==> config.mk <==
export PLATFORM = sky130hd
export DESIGN_NAME = dacsl_top
export DESIGN_NICKNAME = d
export VERILOG_FILES = /design/src/rtl/dacsl_pkg.sv /design/src/rtl/dacsl_irq.sv /design/src/rtl/dacsl_sync.sv /design/src/rtl/dacsl_top.sv
export VERILOG_INCLUDE_DIRS = /design/src /design/src/rtl
export SDC_FILE = /design/constraint.sdc
export NUM_CORES = 1
export LEC_CHECK = 0
export ABC_AREA = 0
export BUFFER_PORTS_ARGS = -buffer_cell sky130_fd_sc_hd__buf_2
export CAP_MARGIN = 10
export CORE_MARGIN = 2
export CORE_UTILIZATION = 59
export CTS_CLUSTER_SIZE = 8
export DETAILED_ROUTE_END_ITERATION = 16
export GPL_TIMING_DRIVEN = 1
export PLACE_DENSITY_LB_ADDON = 0.08
export SETUP_SLACK_MARGIN = 0.5
export SYNTH_ARGS = -nofsm -noshare
export SYNTH_HDL_FRONTEND = slang
export SYNTH_SLANG_ARGS = --single-unit
==> constraint.sdc <==
create_clock -name clk -period 10.3 [get_ports clk]
set_clock_uncertainty 0.1 [all_clocks]
set_input_delay 2.575 -clock clk [delete_from_list [all_inputs] [get_ports clk]]
set_output_delay 2.575 -clock clk [all_outputs]
set_load 0.02 [all_outputs]
==> src/rtl/dacsl_params.svh <==
// Constants of the serial DAC load and clear logic.
// Assumes inclusion by the package, design and bench files of this block only.
`ifndef DACSL_PARAMS_SVH
`define DACSL_PARAMS_SVH

// Register bus offsets
`define DACSL_OFS_STATUS 8'h00
`define DACSL_OFS_MASK 8'h04
`define DACSL_OFS_DAC 8'h08
`define DACSL_OFS_INPUT 8'h0c
`define DACSL_OFS_CTRL 8'h10
`define DACSL_OFS_PINS 8'h14

// Reset values
`define DACSL_CTRL_RST 8'h40
`define DACSL_CODE_RST 12'h000

// Control register fields
`define DACSL_CTRL_PWR 2
`define DACSL_CTRL_HIZ 6

// Serial word layout
`define DACSL_FRAME_BITS 5'h10
`define DACSL_CMD_RD 15
`define DACSL_CMD_SEL_HI 14
`define DACSL_CMD_SEL_LO 12

// Event bit positions
`define DACSL_EV_WRITE 0
`define DACSL_EV_ABORT 1
`define DACSL_EV_ZERO 2
`define DACSL_EV_HOT 3
`define DACSL_EV_LOAD 4
`define DACSL_EV_NUM 5

`endif

==> src/rtl/dacsl_pkg.sv <==
// Types of the serial DAC load and clear logic.
// Assumes dacsl_params.svh sits beside it.
`include "dacsl_params.svh"

package dacsl_pkg;
    typedef logic [11:0] dacsl_code_t;
    typedef logic [15:0] dacsl_word_t;
    typedef logic [7:0] dacsl_ctrl_t;
    typedef logic [`DACSL_EV_NUM-1:0] dacsl_ev_t;
    typedef enum logic [2:0] {
        DACSL_SEL_NONE = 3'b000,
        DACSL_SEL_DAC = 3'b001,
        DACSL_SEL_CTRL = 3'b010
    } dacsl_sel_t;
endpackage : dacsl_pkg

==> src/rtl/dacsl_irq.sv <==
// Sticky event status, mask and level interrupt.
// Assumes events are one-cycle pulses on clk.
`timescale 1ns/1ps
`include "dacsl_params.svh"

module dacsl_irq
    import dacsl_pkg::*;
(
    // Clock and reset
    input wire logic clk,
    input wire logic rst,
    // Events
    input wire dacsl_pkg::dacsl_ev_t ev,
    // Software access
    input wire logic clr_wr,
    input wire logic mask_wr,
    input wire dacsl_pkg::dacsl_ev_t wdata,
    // State
    output dacsl_pkg::dacsl_ev_t status,
    output dacsl_pkg::dacsl_ev_t mask,
    output logic irq
);
    import dacsl_pkg::*;

    genvar i;
    generate
        for (i = 0; i < `DACSL_EV_NUM; i++) begin : g_ev
            // Set beats a write-one clear in the same cycle
            always_ff @(posedge clk or posedge rst) begin
                if (rst) begin
                    status[i] <= 1'b0;
                end else if (ev[i]) begin
                    status[i] <= 1'b1;
                end else if (clr_wr && wdata[i]) begin
                    status[i] <= 1'b0;
                end
            end
        end
    endgenerate

    always_ff @(posedge clk or posedge rst) begin
        if (rst) begin
            mask <= '0;
        end else if (mask_wr) begin
            mask <= wdata;
        end
    end

    assign irq = |(status & mask);
endmodule : dacsl_irq

==> src/rtl/dacsl_sync.sv <==
// Two-flop synchroniser for a group of pins.
// Assumes pins are unrelated to clk; each bit is caught alone.
`timescale 1ns/1ps

module dacsl_sync #(
    parameter int W = 1,
    parameter logic [W-1:0] INIT = '0
) (
    // Clock and reset
    input wire logic clk,
    input wire logic rst,
    // Pins in, synchronised levels out
    input wire logic [W-1:0] pin,
    output logic [W-1:0] lvl
);
    logic [W-1:0] meta_q;

    genvar i;
    generate
        for (i = 0; i < W; i++) begin : g_bit
            always_ff @(posedge clk or posedge rst) begin
                if (rst) begin
                    meta_q[i] <= INIT[i];
                    lvl[i] <= INIT[i];
                end else begin
                    meta_q[i] <= pin[i];
                    lvl[i] <= meta_q[i];
                end
            end
        end
    endgenerate
endmodule : dacsl_sync

==> src/rtl/dacsl_top.sv <==
// Serial load, clear, readback and alarm logic of a 12-bit DAC.
// Assumes all pins are asynchronous to clk and the serial clock is well below clk/4.
`timescale 1ns/1ps
`include "dacsl_params.svh"

module dacsl_top
    import dacsl_pkg::*;
(
    // Clock and reset
    input wire logic clk,
    input wire logic rst,
    // Register port
    input wire logic [7:0] addr,
    input wire logic [31:0] wdata,
    input wire logic wr,
    input wire logic rd,
    output logic [31:0] rdata,
    // Serial link pins
    input wire logic frame_n,
    input wire logic sclk,
    input wire logic serial_in,
    output logic serial_out,
    // Control pins
    input wire logic async_zero_n,
    input wire logic load_strobe_n,
    input wire logic range_sel,
    input wire logic over_temp,
    // Analog side and alarm
    output dacsl_pkg::dacsl_code_t dac_code,
    output logic range_30v,
    output logic analog_on,
    output logic out_hiz,
    output logic alarm_n,
    output logic irq
);
    import dacsl_pkg::*;

    // Synchronised pins
    logic zero_s, frm_s, sck_s, sin_s, load_s, hot_s, rng_s;
    logic zero_p_q, frm_p_q, sck_p_q, load_p_q, hot_p_q;
    logic frm_n_w;
    assign frm_n_w = frame_n;

    // Idle levels: clear, frame, clock and load high; data, hot and range low
    dacsl_sync #(
        .W(7),
        .INIT(7'h74)
    ) u_sync (
        .clk(clk),
        .rst(rst),
        .pin({async_zero_n, frm_n_w, sclk, serial_in, load_strobe_n, over_temp, range_sel}),
        .lvl({zero_s, frm_s, sck_s, sin_s, load_s, hot_s, rng_s})
    );

    always_ff @(posedge clk or posedge rst) begin
        if (rst) begin
            zero_p_q <= 1'b1;
            frm_p_q <= 1'b1;
            sck_p_q <= 1'b1;
            load_p_q <= 1'b1;
            hot_p_q <= 1'b0;
        end else begin
            zero_p_q <= zero_s;
            frm_p_q <= frm_s;
            sck_p_q <= sck_s;
            load_p_q <= load_s;
            hot_p_q <= hot_s;
        end
    end

    // Edge strobes
    wire zero_fall = zero_p_q && !zero_s;
    wire frm_fall = frm_p_q && !frm_s;
    wire frm_rise = !frm_p_q && frm_s;
    wire sck_fall = sck_p_q && !sck_s;
    wire sck_rise = !sck_p_q && sck_s;
    wire load_fall = load_p_q && !load_s;
    wire hot_rise = !hot_p_q && hot_s;

    // Frame state
    logic act_q, act_d;
    logic [4:0] cnt_q, cnt_d;
    dacsl_word_t sh_q, sh_d;
    dacsl_word_t ro_q, ro_d;
    logic so_q, so_d;
    dacsl_sel_t rb_q, rb_d;

    wire taking = act_q && sck_fall && (cnt_q < `DACSL_FRAME_BITS);
    wire frame_done = taking && (cnt_q == `DACSL_FRAME_BITS - 5'h01);
    wire frame_abort = act_q && frm_rise && (cnt_q < `DACSL_FRAME_BITS) && !frame_done;
    wire [15:0] word_w = {sh_q[14:0], sin_s};
    wire [2:0] sel_bits = word_w[`DACSL_CMD_SEL_HI:`DACSL_CMD_SEL_LO];
    wire is_read = word_w[`DACSL_CMD_RD];
    wire wr_dac = frame_done && !is_read && (sel_bits == DACSL_SEL_DAC);
    wire wr_ctrl = frame_done && !is_read && (sel_bits == DACSL_SEL_CTRL);
    wire rd_cmd = frame_done && is_read;

    // Registers seen by the DAC
    dacsl_code_t in_q, in_d;
    dacsl_code_t dac_q, dac_d;
    dacsl_ctrl_t ctrl_q, ctrl_d;
    logic therm_q, therm_d;

    wire load_ok = zero_s && load_fall;
    wire auto_ok = wr_dac && zero_s && !load_s;
    wire pwr_cmd = wr_ctrl && word_w[`DACSL_CTRL_PWR];

    // Readback word of the register picked by the last read command
    wire [15:0] rb_word = (rb_q == DACSL_SEL_CTRL) ? {8'h00, ctrl_q} :
                          (rb_q == DACSL_SEL_DAC) ? {4'h0, dac_q} : 16'h0000;

    always_comb begin
        act_d = act_q;
        cnt_d = cnt_q;
        sh_d = sh_q;
        ro_d = ro_q;
        so_d = so_q;
        rb_d = rb_q;
        if (frm_fall) begin
            act_d = 1'b1;
            cnt_d = 5'h00;
            ro_d = {rb_word[14:0], 1'b0};
            so_d = rb_word[15];
        end else if (frm_rise) begin
            act_d = 1'b0;
        end else begin
            if (taking) begin
                sh_d = word_w;
                cnt_d = cnt_q + 5'h01;
            end
            if (act_q && sck_rise) begin
                so_d = ro_q[15];
                ro_d = {ro_q[14:0], 1'b0};
            end
        end
        if (rd_cmd) begin
            rb_d = dacsl_sel_t'(sel_bits);
        end
    end

    always_ff @(posedge clk or posedge rst) begin
        if (rst) begin
            act_q <= 1'b0;
            cnt_q <= 5'h00;
            sh_q <= 16'h0000;
            ro_q <= 16'h0000;
            so_q <= 1'b0;
            rb_q <= DACSL_SEL_NONE;
        end else begin
            act_q <= act_d;
            cnt_q <= cnt_d;
            sh_q <= sh_d;
            ro_q <= ro_d;
            so_q <= so_d;
            rb_q <= rb_d;
        end
    end

    // Input and DAC registers; clear has priority
    always_comb begin
        in_d = in_q;
        dac_d = dac_q;
        if (zero_fall) begin
            in_d = `DACSL_CODE_RST;
            dac_d = `DACSL_CODE_RST;
        end else begin
            if (wr_dac) begin
                in_d = word_w[11:0];
            end
            if (auto_ok) begin
                dac_d = word_w[11:0];
            end else if (load_ok) begin
                dac_d = in_q;
            end
        end
    end

    // Control register and thermal shutdown
    always_comb begin
        ctrl_d = ctrl_q;
        therm_d = therm_q;
        if (wr_ctrl) begin
            ctrl_d = word_w[7:0];
            if (pwr_cmd) begin
                therm_d = 1'b0;
            end
        end
        if (hot_rise) begin
            ctrl_d[`DACSL_CTRL_PWR] = 1'b0;
            therm_d = 1'b1;
        end
    end

    always_ff @(posedge clk or posedge rst) begin
        if (rst) begin
            in_q <= `DACSL_CODE_RST;
            dac_q <= `DACSL_CODE_RST;
            ctrl_q <= `DACSL_CTRL_RST;
            therm_q <= 1'b0;
        end else begin
            in_q <= in_d;
            dac_q <= dac_d;
            ctrl_q <= ctrl_d;
            therm_q <= therm_d;
        end
    end

    // Analog-side outputs
    logic rng_q, on_q, hiz_q, alarm_q;

    always_ff @(posedge clk or posedge rst) begin
        if (rst) begin
            rng_q <= 1'b0;
            on_q <= 1'b0;
            hiz_q <= 1'b1;
            alarm_q <= 1'b1;
        end else begin
            rng_q <= rng_s;
            on_q <= ctrl_q[`DACSL_CTRL_PWR] && !therm_q;
            hiz_q <= therm_q || (!ctrl_q[`DACSL_CTRL_PWR] && ctrl_q[`DACSL_CTRL_HIZ]);
            alarm_q <= !hot_s;
        end
    end

    assign dac_code = dac_q;
    assign range_30v = rng_q;
    assign analog_on = on_q;
    assign out_hiz = hiz_q;
    assign alarm_n = alarm_q;
    assign serial_out = so_q;

    // Events and interrupt
    dacsl_ev_t ev, st, msk;
    assign ev[`DACSL_EV_WRITE] = frame_done;
    assign ev[`DACSL_EV_ABORT] = frame_abort;
    assign ev[`DACSL_EV_ZERO] = zero_fall;
    assign ev[`DACSL_EV_HOT] = hot_rise;
    assign ev[`DACSL_EV_LOAD] = load_ok || auto_ok;

    wire st_wr = wr && (addr == `DACSL_OFS_STATUS);
    wire mask_wr = wr && (addr == `DACSL_OFS_MASK);

    dacsl_irq u_irq (
        .clk(clk),
        .rst(rst),
        .ev(ev),
        .clr_wr(st_wr),
        .mask_wr(mask_wr),
        .wdata(wdata[`DACSL_EV_NUM-1:0]),
        .status(st),
        .mask(msk),
        .irq(irq)
    );

    // Register read port
    wire [31:0] rd_mux =
        (addr == `DACSL_OFS_STATUS) ? {27'h0, st} :
        (addr == `DACSL_OFS_MASK) ? {27'h0, msk} :
        (addr == `DACSL_OFS_DAC) ? {20'h0, dac_q} :
        (addr == `DACSL_OFS_INPUT) ? {20'h0, in_q} :
        (addr == `DACSL_OFS_CTRL) ? {24'h0, ctrl_q} :
        (addr == `DACSL_OFS_PINS) ? {29'h0, therm_q, rng_q, alarm_q} : 32'h0;

    logic [31:0] rdata_q;
    always_ff @(posedge clk or posedge rst) begin
        if (rst) begin
            rdata_q <= 32'h0;
        end else begin
            rdata_q <= rd ? rd_mux : 32'h0;
        end
    end
    assign rdata = rdata_q;
endmodule : dacsl_top
# ---- After elaboration in Yosys (flattened, before gate mapping)
# Index checks and enable logic that the tools add are counted.
dict set report word_totals {
  regBits 119
  inputBits 51
  out_inout_bits 50
}
dict set report classes {
  n_addsub 1
  n_lt_le_gt_ge 1
  n_eq_ne 11
  muxes 40
  bitwise 3
  reduce_logical 63
}
# op n
set op_table {}
lappend op_table {{12-bit two-way mux} 12}
lappend op_table {{16-bit two-way mux} 3}
lappend op_table {{1-bit logical AND} 31}
lappend op_table {{2-bit nonzero test} 11}
lappend op_table {{1-bit two-way mux} 19}
lappend op_table {{8-bit by 4-bit == test with 1-bit output, second input constant} 2}
lappend op_table {{8-bit by 5-bit == test with 1-bit output, second input constant} 2}
lappend op_table {{5-bit two-way mux} 3}
lappend op_table {{1-bit logical NOT} 12}
lappend op_table {{8-bit by 3-bit == test with 1-bit output, second input constant} 1}
lappend op_table {{8-bit logical NOT} 1}
lappend op_table {{8-bit two-way mux} 1}
lappend op_table {{3-bit by 1-bit == test with 1-bit output, second input constant} 2}
lappend op_table {{3-bit by 2-bit == test with 1-bit output, second input constant} 2}
lappend op_table {{3-bit two-way mux} 2}
lappend op_table {{2-bit AND reduction} 3}
lappend op_table {{5-bit by 1-bit adder with 5-bit output, second input constant} 1}
lappend op_table {{5-bit bitwise AND} 1}
lappend op_table {{5-bit by 4-bit == test with 1-bit output, second input constant} 1}
lappend op_table {{5-bit < comparator, second input constant} 1}
lappend op_table {{5-bit OR reduction} 1}
lappend op_table {{3-bit AND reduction} 1}
lappend op_table {{3-bit nonzero test} 1}
lappend op_table {{1-bit logical OR} 2}
lappend op_table {{2 further kinds} 3}

# ---- Logic depth before layout (Yosys ltp)
dict set report logic_depth {
  ltp_word 11
  ltp_mapped 7
  ltp_nobuf 6
}

# ---- By module
# From an unflattened synthesis, not the netlist that was laid out.
dict set report hier_totals {
  hier_cells 445
  hier_area_um2 5238.8
}
# module instances cells_each area_each_um2
set modules_own_cells {}
lappend modules_own_cells {dacsl_top 1 401 4485.6}
lappend modules_own_cells {dacsl_irq 1 29 389.1}
lappend modules_own_cells {dacsl_sync 1 15 364.1}

# ---- Worst setup path before layout
# Ideal clock, no wire load.
dict set report synth_timing {
  path_type {input-to-reg}
  startpoint {input addr[4]}
  endpoint {register u_irq.mask[0]}
  setup_ns 0.125
  arrival_ns 3.716
  required_ns 10.075
  slack_ns 6.359
  stages 4
  path_cell_list {or4_4 > nor2_8 > nand3_4 > mux2_4}
}
dict set report synth_between {
  elab_chain_cells 2
}
# item line
set synth_rtl {}
lappend synth_rtl {{start, declared} dacsl_top.sv:13} ;# input wire logic [7:0] addr,
lappend synth_rtl {{8-bit by 3-bit == test with 1-bit output (no line)} n/a}
lappend synth_rtl {{1-bit logical AND} dacsl_top.sv:241} ;# wire mask_wr = wr && (addr == `DACSL_OFS_MASK);
lappend synth_rtl {{end signal, assigned} dacsl_irq.sv:45} ;# mask <= wdata;
lappend synth_rtl {{end, declared} dacsl_irq.sv:20} ;# output dacsl_pkg::dacsl_ev_t mask,
# No other way between the ends.
# A chain may end at the register's enable or synchronous reset.

# ---- Final worst setup path
dict set report layout_timing {
  startpoint {register u_irq.mask[4]}
  endpoint {output irq}
}
dict set report layout_between {
  elab_chain_cells 2
}
# item line
set layout_rtl {}
lappend layout_rtl {{5-bit bitwise AND} dacsl_irq.sv:49} ;# assign irq = |(status & mask);
lappend layout_rtl {{5-bit OR reduction} dacsl_irq.sv:49}
lappend layout_rtl {{end, declared} dacsl_top.sv:34} ;# output logic irq
# No other way between the ends.

==> impl_metrics.py <==
metrics = {
    "sta": {
        "relSlewSlack_pct": 17.9,
        "drv_slew": 0,
        "grt_setup_unrepaired": "false",
        "period_needed_ns": 4.21,
        "worst_hold_slack_ns": 0.248,
        "post-route-period-util_pct": 40.8,
        "finalHoldViolCount": 0,
        "tns_ns": 0,
        "max_freq_mhz": 238,
        "worstMarginPinSlew_ns": 1.23,
        "setup_violations": 0,
    },
    "finish": {
        "layout_common_cells": "103 x dfrtp_1, 61 x nor2_1, 53 x buf_2",
        "n_antenna_cell": 0,
        "final_common_cell": "dfrtp_1",
        "n_fill_cell": 644,
        "layout.cells.non_filler": 639,
        "utilization_pct": 70.3,
        "syn2layout_area_growth_pct": 15.7,
        "design_area_um2": 6130,
        "drive_gt1_share_pct": 27.5,
        "final_nets": 574,
    },
    "place": {
        "portBuffers": 53,
        "place_congestion": 0.818,
        "placed_cell_area_um2": 5550,
        "dp_hpwl_mm": 8.10,
        "dp_cells": 607,
    },
    "detailed_routing": {
        "dr.pass1.iters": 5,
        "drt_wl_total_mm": 11.9,
        "postRouteAntennaNets": 0,
        "vias": 3780,
        "drc": 0,
        "drt_iter0_markers": 198,
        "viasPerCell": 5.92,
        "wl_per_cell_um": 18.7,
    },
    "synthesis": {
        "async_flop_share_pct": 100,
        "synth_edf_count": 0,
        "synth_simple_gate_area_share_pct": 14.3,
        "yosysWarnings": 0,
        "synth_mux_area_share_pct": 11.5,
        "synthAdderAreaFrac_pct": 1.18,
        "synth_compound_area_share_pct": 11.8,
        "synth_area_leaders": "dfrtp_1 49%, dfstp_2 7.4%, mux2_2 5.9%",
        "ys_seq_area_share_pct": 56.1,
        "synth_area_leader_cell": "dfrtp_1",
        "postSynthCellCount": 466,
        "ys_types": 56,
        "synthXorXnorAreaFrac_pct": 0,
        "synth_top_family_by_area": "simple AND/OR/NAND/NOR gates",
        "ys.flop_type": "dfrtp_1",
        "yosys_register_bits": 118,
        "syn_area_um2": 5300,
        "syn_area_per_cell_um2": 11.4,
        "yosys.area.top_type_share_pct": 48.6,
    },
    "power": {
        "leakage_nw": 3.04,
        "irDropWorstVdd_mv": 0.128,
        "p_per_area_nw_per_um2": 190,
    },
    "die": {
        "row_count": 34,
        "die_area_um2": 9760,
        "die-height_um": 98.8,
        "ios": 101,
        "core_region_area_um2": 8720,
        "die_x_um": 98.8,
        "start_util_pct": 60.8,
    },
    "global_route": {
        "grt_max_degree": 73,
        "grt-ovfl-total": 0,
        "antenna_found_initial": 0,
        "grt_use_total_pct": 25.7,
        "grt_first_pass_wirelength_mm": 19.3,
        "grt_pass1_vias": 3772,
    },
    "worst_setup_path": {
        "start_kind": "register",
        "critPathMaxFanout": 4,
        "cp.required_ns": 7.63,
        "r2r_start": "cnt_q[0]",
        "crit_type": "register to primary output",
        "cp_cell_sequence": "a222oi_1, nand2_1, buf_2",
        "worstPathArrival_ns": 1.53,
        "cp-startpoint": "u_irq.mask[4]",
        "slowest_stage": "dfrtp_1",
        "worstSetupEndpointType": "primary output",
        "slowest_delay_ns": 0.43,
    },
    "clock_network": {
        "clk_pin_slew_ns": 0.06,
        "cts_setup_buffers": 0,
        "post_cts_resize_count": 0,
        "cts-buffers-inserted": 17,
        "holdBufCountCts": 0,
        "cts_tree": "yes",
        "cts-htree-levels": 4,
        "root_buffer": "clkbuf_8",
        "clk_latency_ns": 0.52,
        "cts.sinks": 118,
        "clockBufferDepth": 2,
    },
    "job": {
        "maxCapViolCount": 0,
    },
    "hold_path": {
        "hold_path.class": "register to register",
        "worstHoldStart": "u_sync.meta_q[1]",
    },
    "status": {
        "outcome": "finished clean",
    },
}
==> cell usage after synthesis, types with 8 or more instances <==
cell type,instances
a22oi_1,8
mux2_2,28
a31oi_1,12
a221oi_1,11
inv_1,9
nand2_1,27
clkbuf_1,13
nand3_1,23
mux2i_1,22
o21ai_0,10
a22o_1,12
dfrtp_1,103
dfstp_2,15
buf_4,20
nor2_1,61
==> sequential cells by signal, summed over array words and instances, names as in the netlist, 7 cells and up <==
name / flops
u_sync.meta_q: 7
sh_q: 15
rdata: 12
ro_q: 15
in_q: 12
ctrl_q: 8
u_sync.lvl: 7
dac_code: 12
==> worst paths after layout <==
kind                       depth (start not counted)             to  slack, ns
max                                                3            irq       6.09
min                                                0  u_sync.lvl[1]       0.25
max reg2reg                                        6    dac_code[5]       7.59
min reg2reg                                        0  u_sync.lvl[1]       0.25
max in group asynchronous                          3    dac_code[3]       6.87
min in group asynchronous                          2    dac_code[9]       2.12
==> layout make-up <==
type,instances,area (um^2),share of cell area [%]
clock buffer,18,428,6.98
sequential,118,2970,48.5
multi-input combinational,317,2130,34.7
timing repair buffer,55,280,4.57
tap,108,135,2.20
inverter,9,36.3,0.592
clock inverter,14,150,2.45
==> critical path, delay by kind of cell, from the launching register on <==
| kind | cells | cell delay [ns] |
|---|---|---|
| DFF | 1 | 0.43 |
| buffers and inverters | 1 | 0.17 |
| AOI/OAI and AO/OA | 1 | 0.34 |
| and+or+nand+nor | 1 | 0.08 |
==> metal layers <==
layer / vias up / part of all wire, % / GRT usage [%]
met5: - / 0 / 0
met4: 0 / 1.2 / 8.22
met3: 14 / 4.5 / 6.60
met2: 109 / 49 / 39.7
met1: 1914 / 45 / 35.9
li1: 1743 / - / -
==> per-stage QoR <==
step	total power, mW	setup WS [ns]
after floorplan	0.577	4.52
after global placement	0.592	5.91
after detailed placement	0.597	5.92
after CTS	1.17	6.08
after global routing	1.21	5.95
final	1.16	6.09
==> power breakdown <==
part,internal [mW],switching [mW]
Sequential,0.491,0.0215
Combinational,0.0274,0.0497
Clock,0.338,0.237
==> cell families (layout without fill, tap and decap cells) <==
| kind of cell | after synthesis | count (layout) |
|---|---|---|
| AO/OA/AOI/OAI | 84 | 84 |
| flip-flops | 118 | 118 |
| multiplexers | 55 | 55 |
| buffers and inverters | 50 | 96 |
| AND/OR/NAND/NOR | 153 | 153 |
| adder cells (fa/ha/maj) | 5 | 5 |
| other | 1 | 20 |
(Power assumes the default switching activity.)
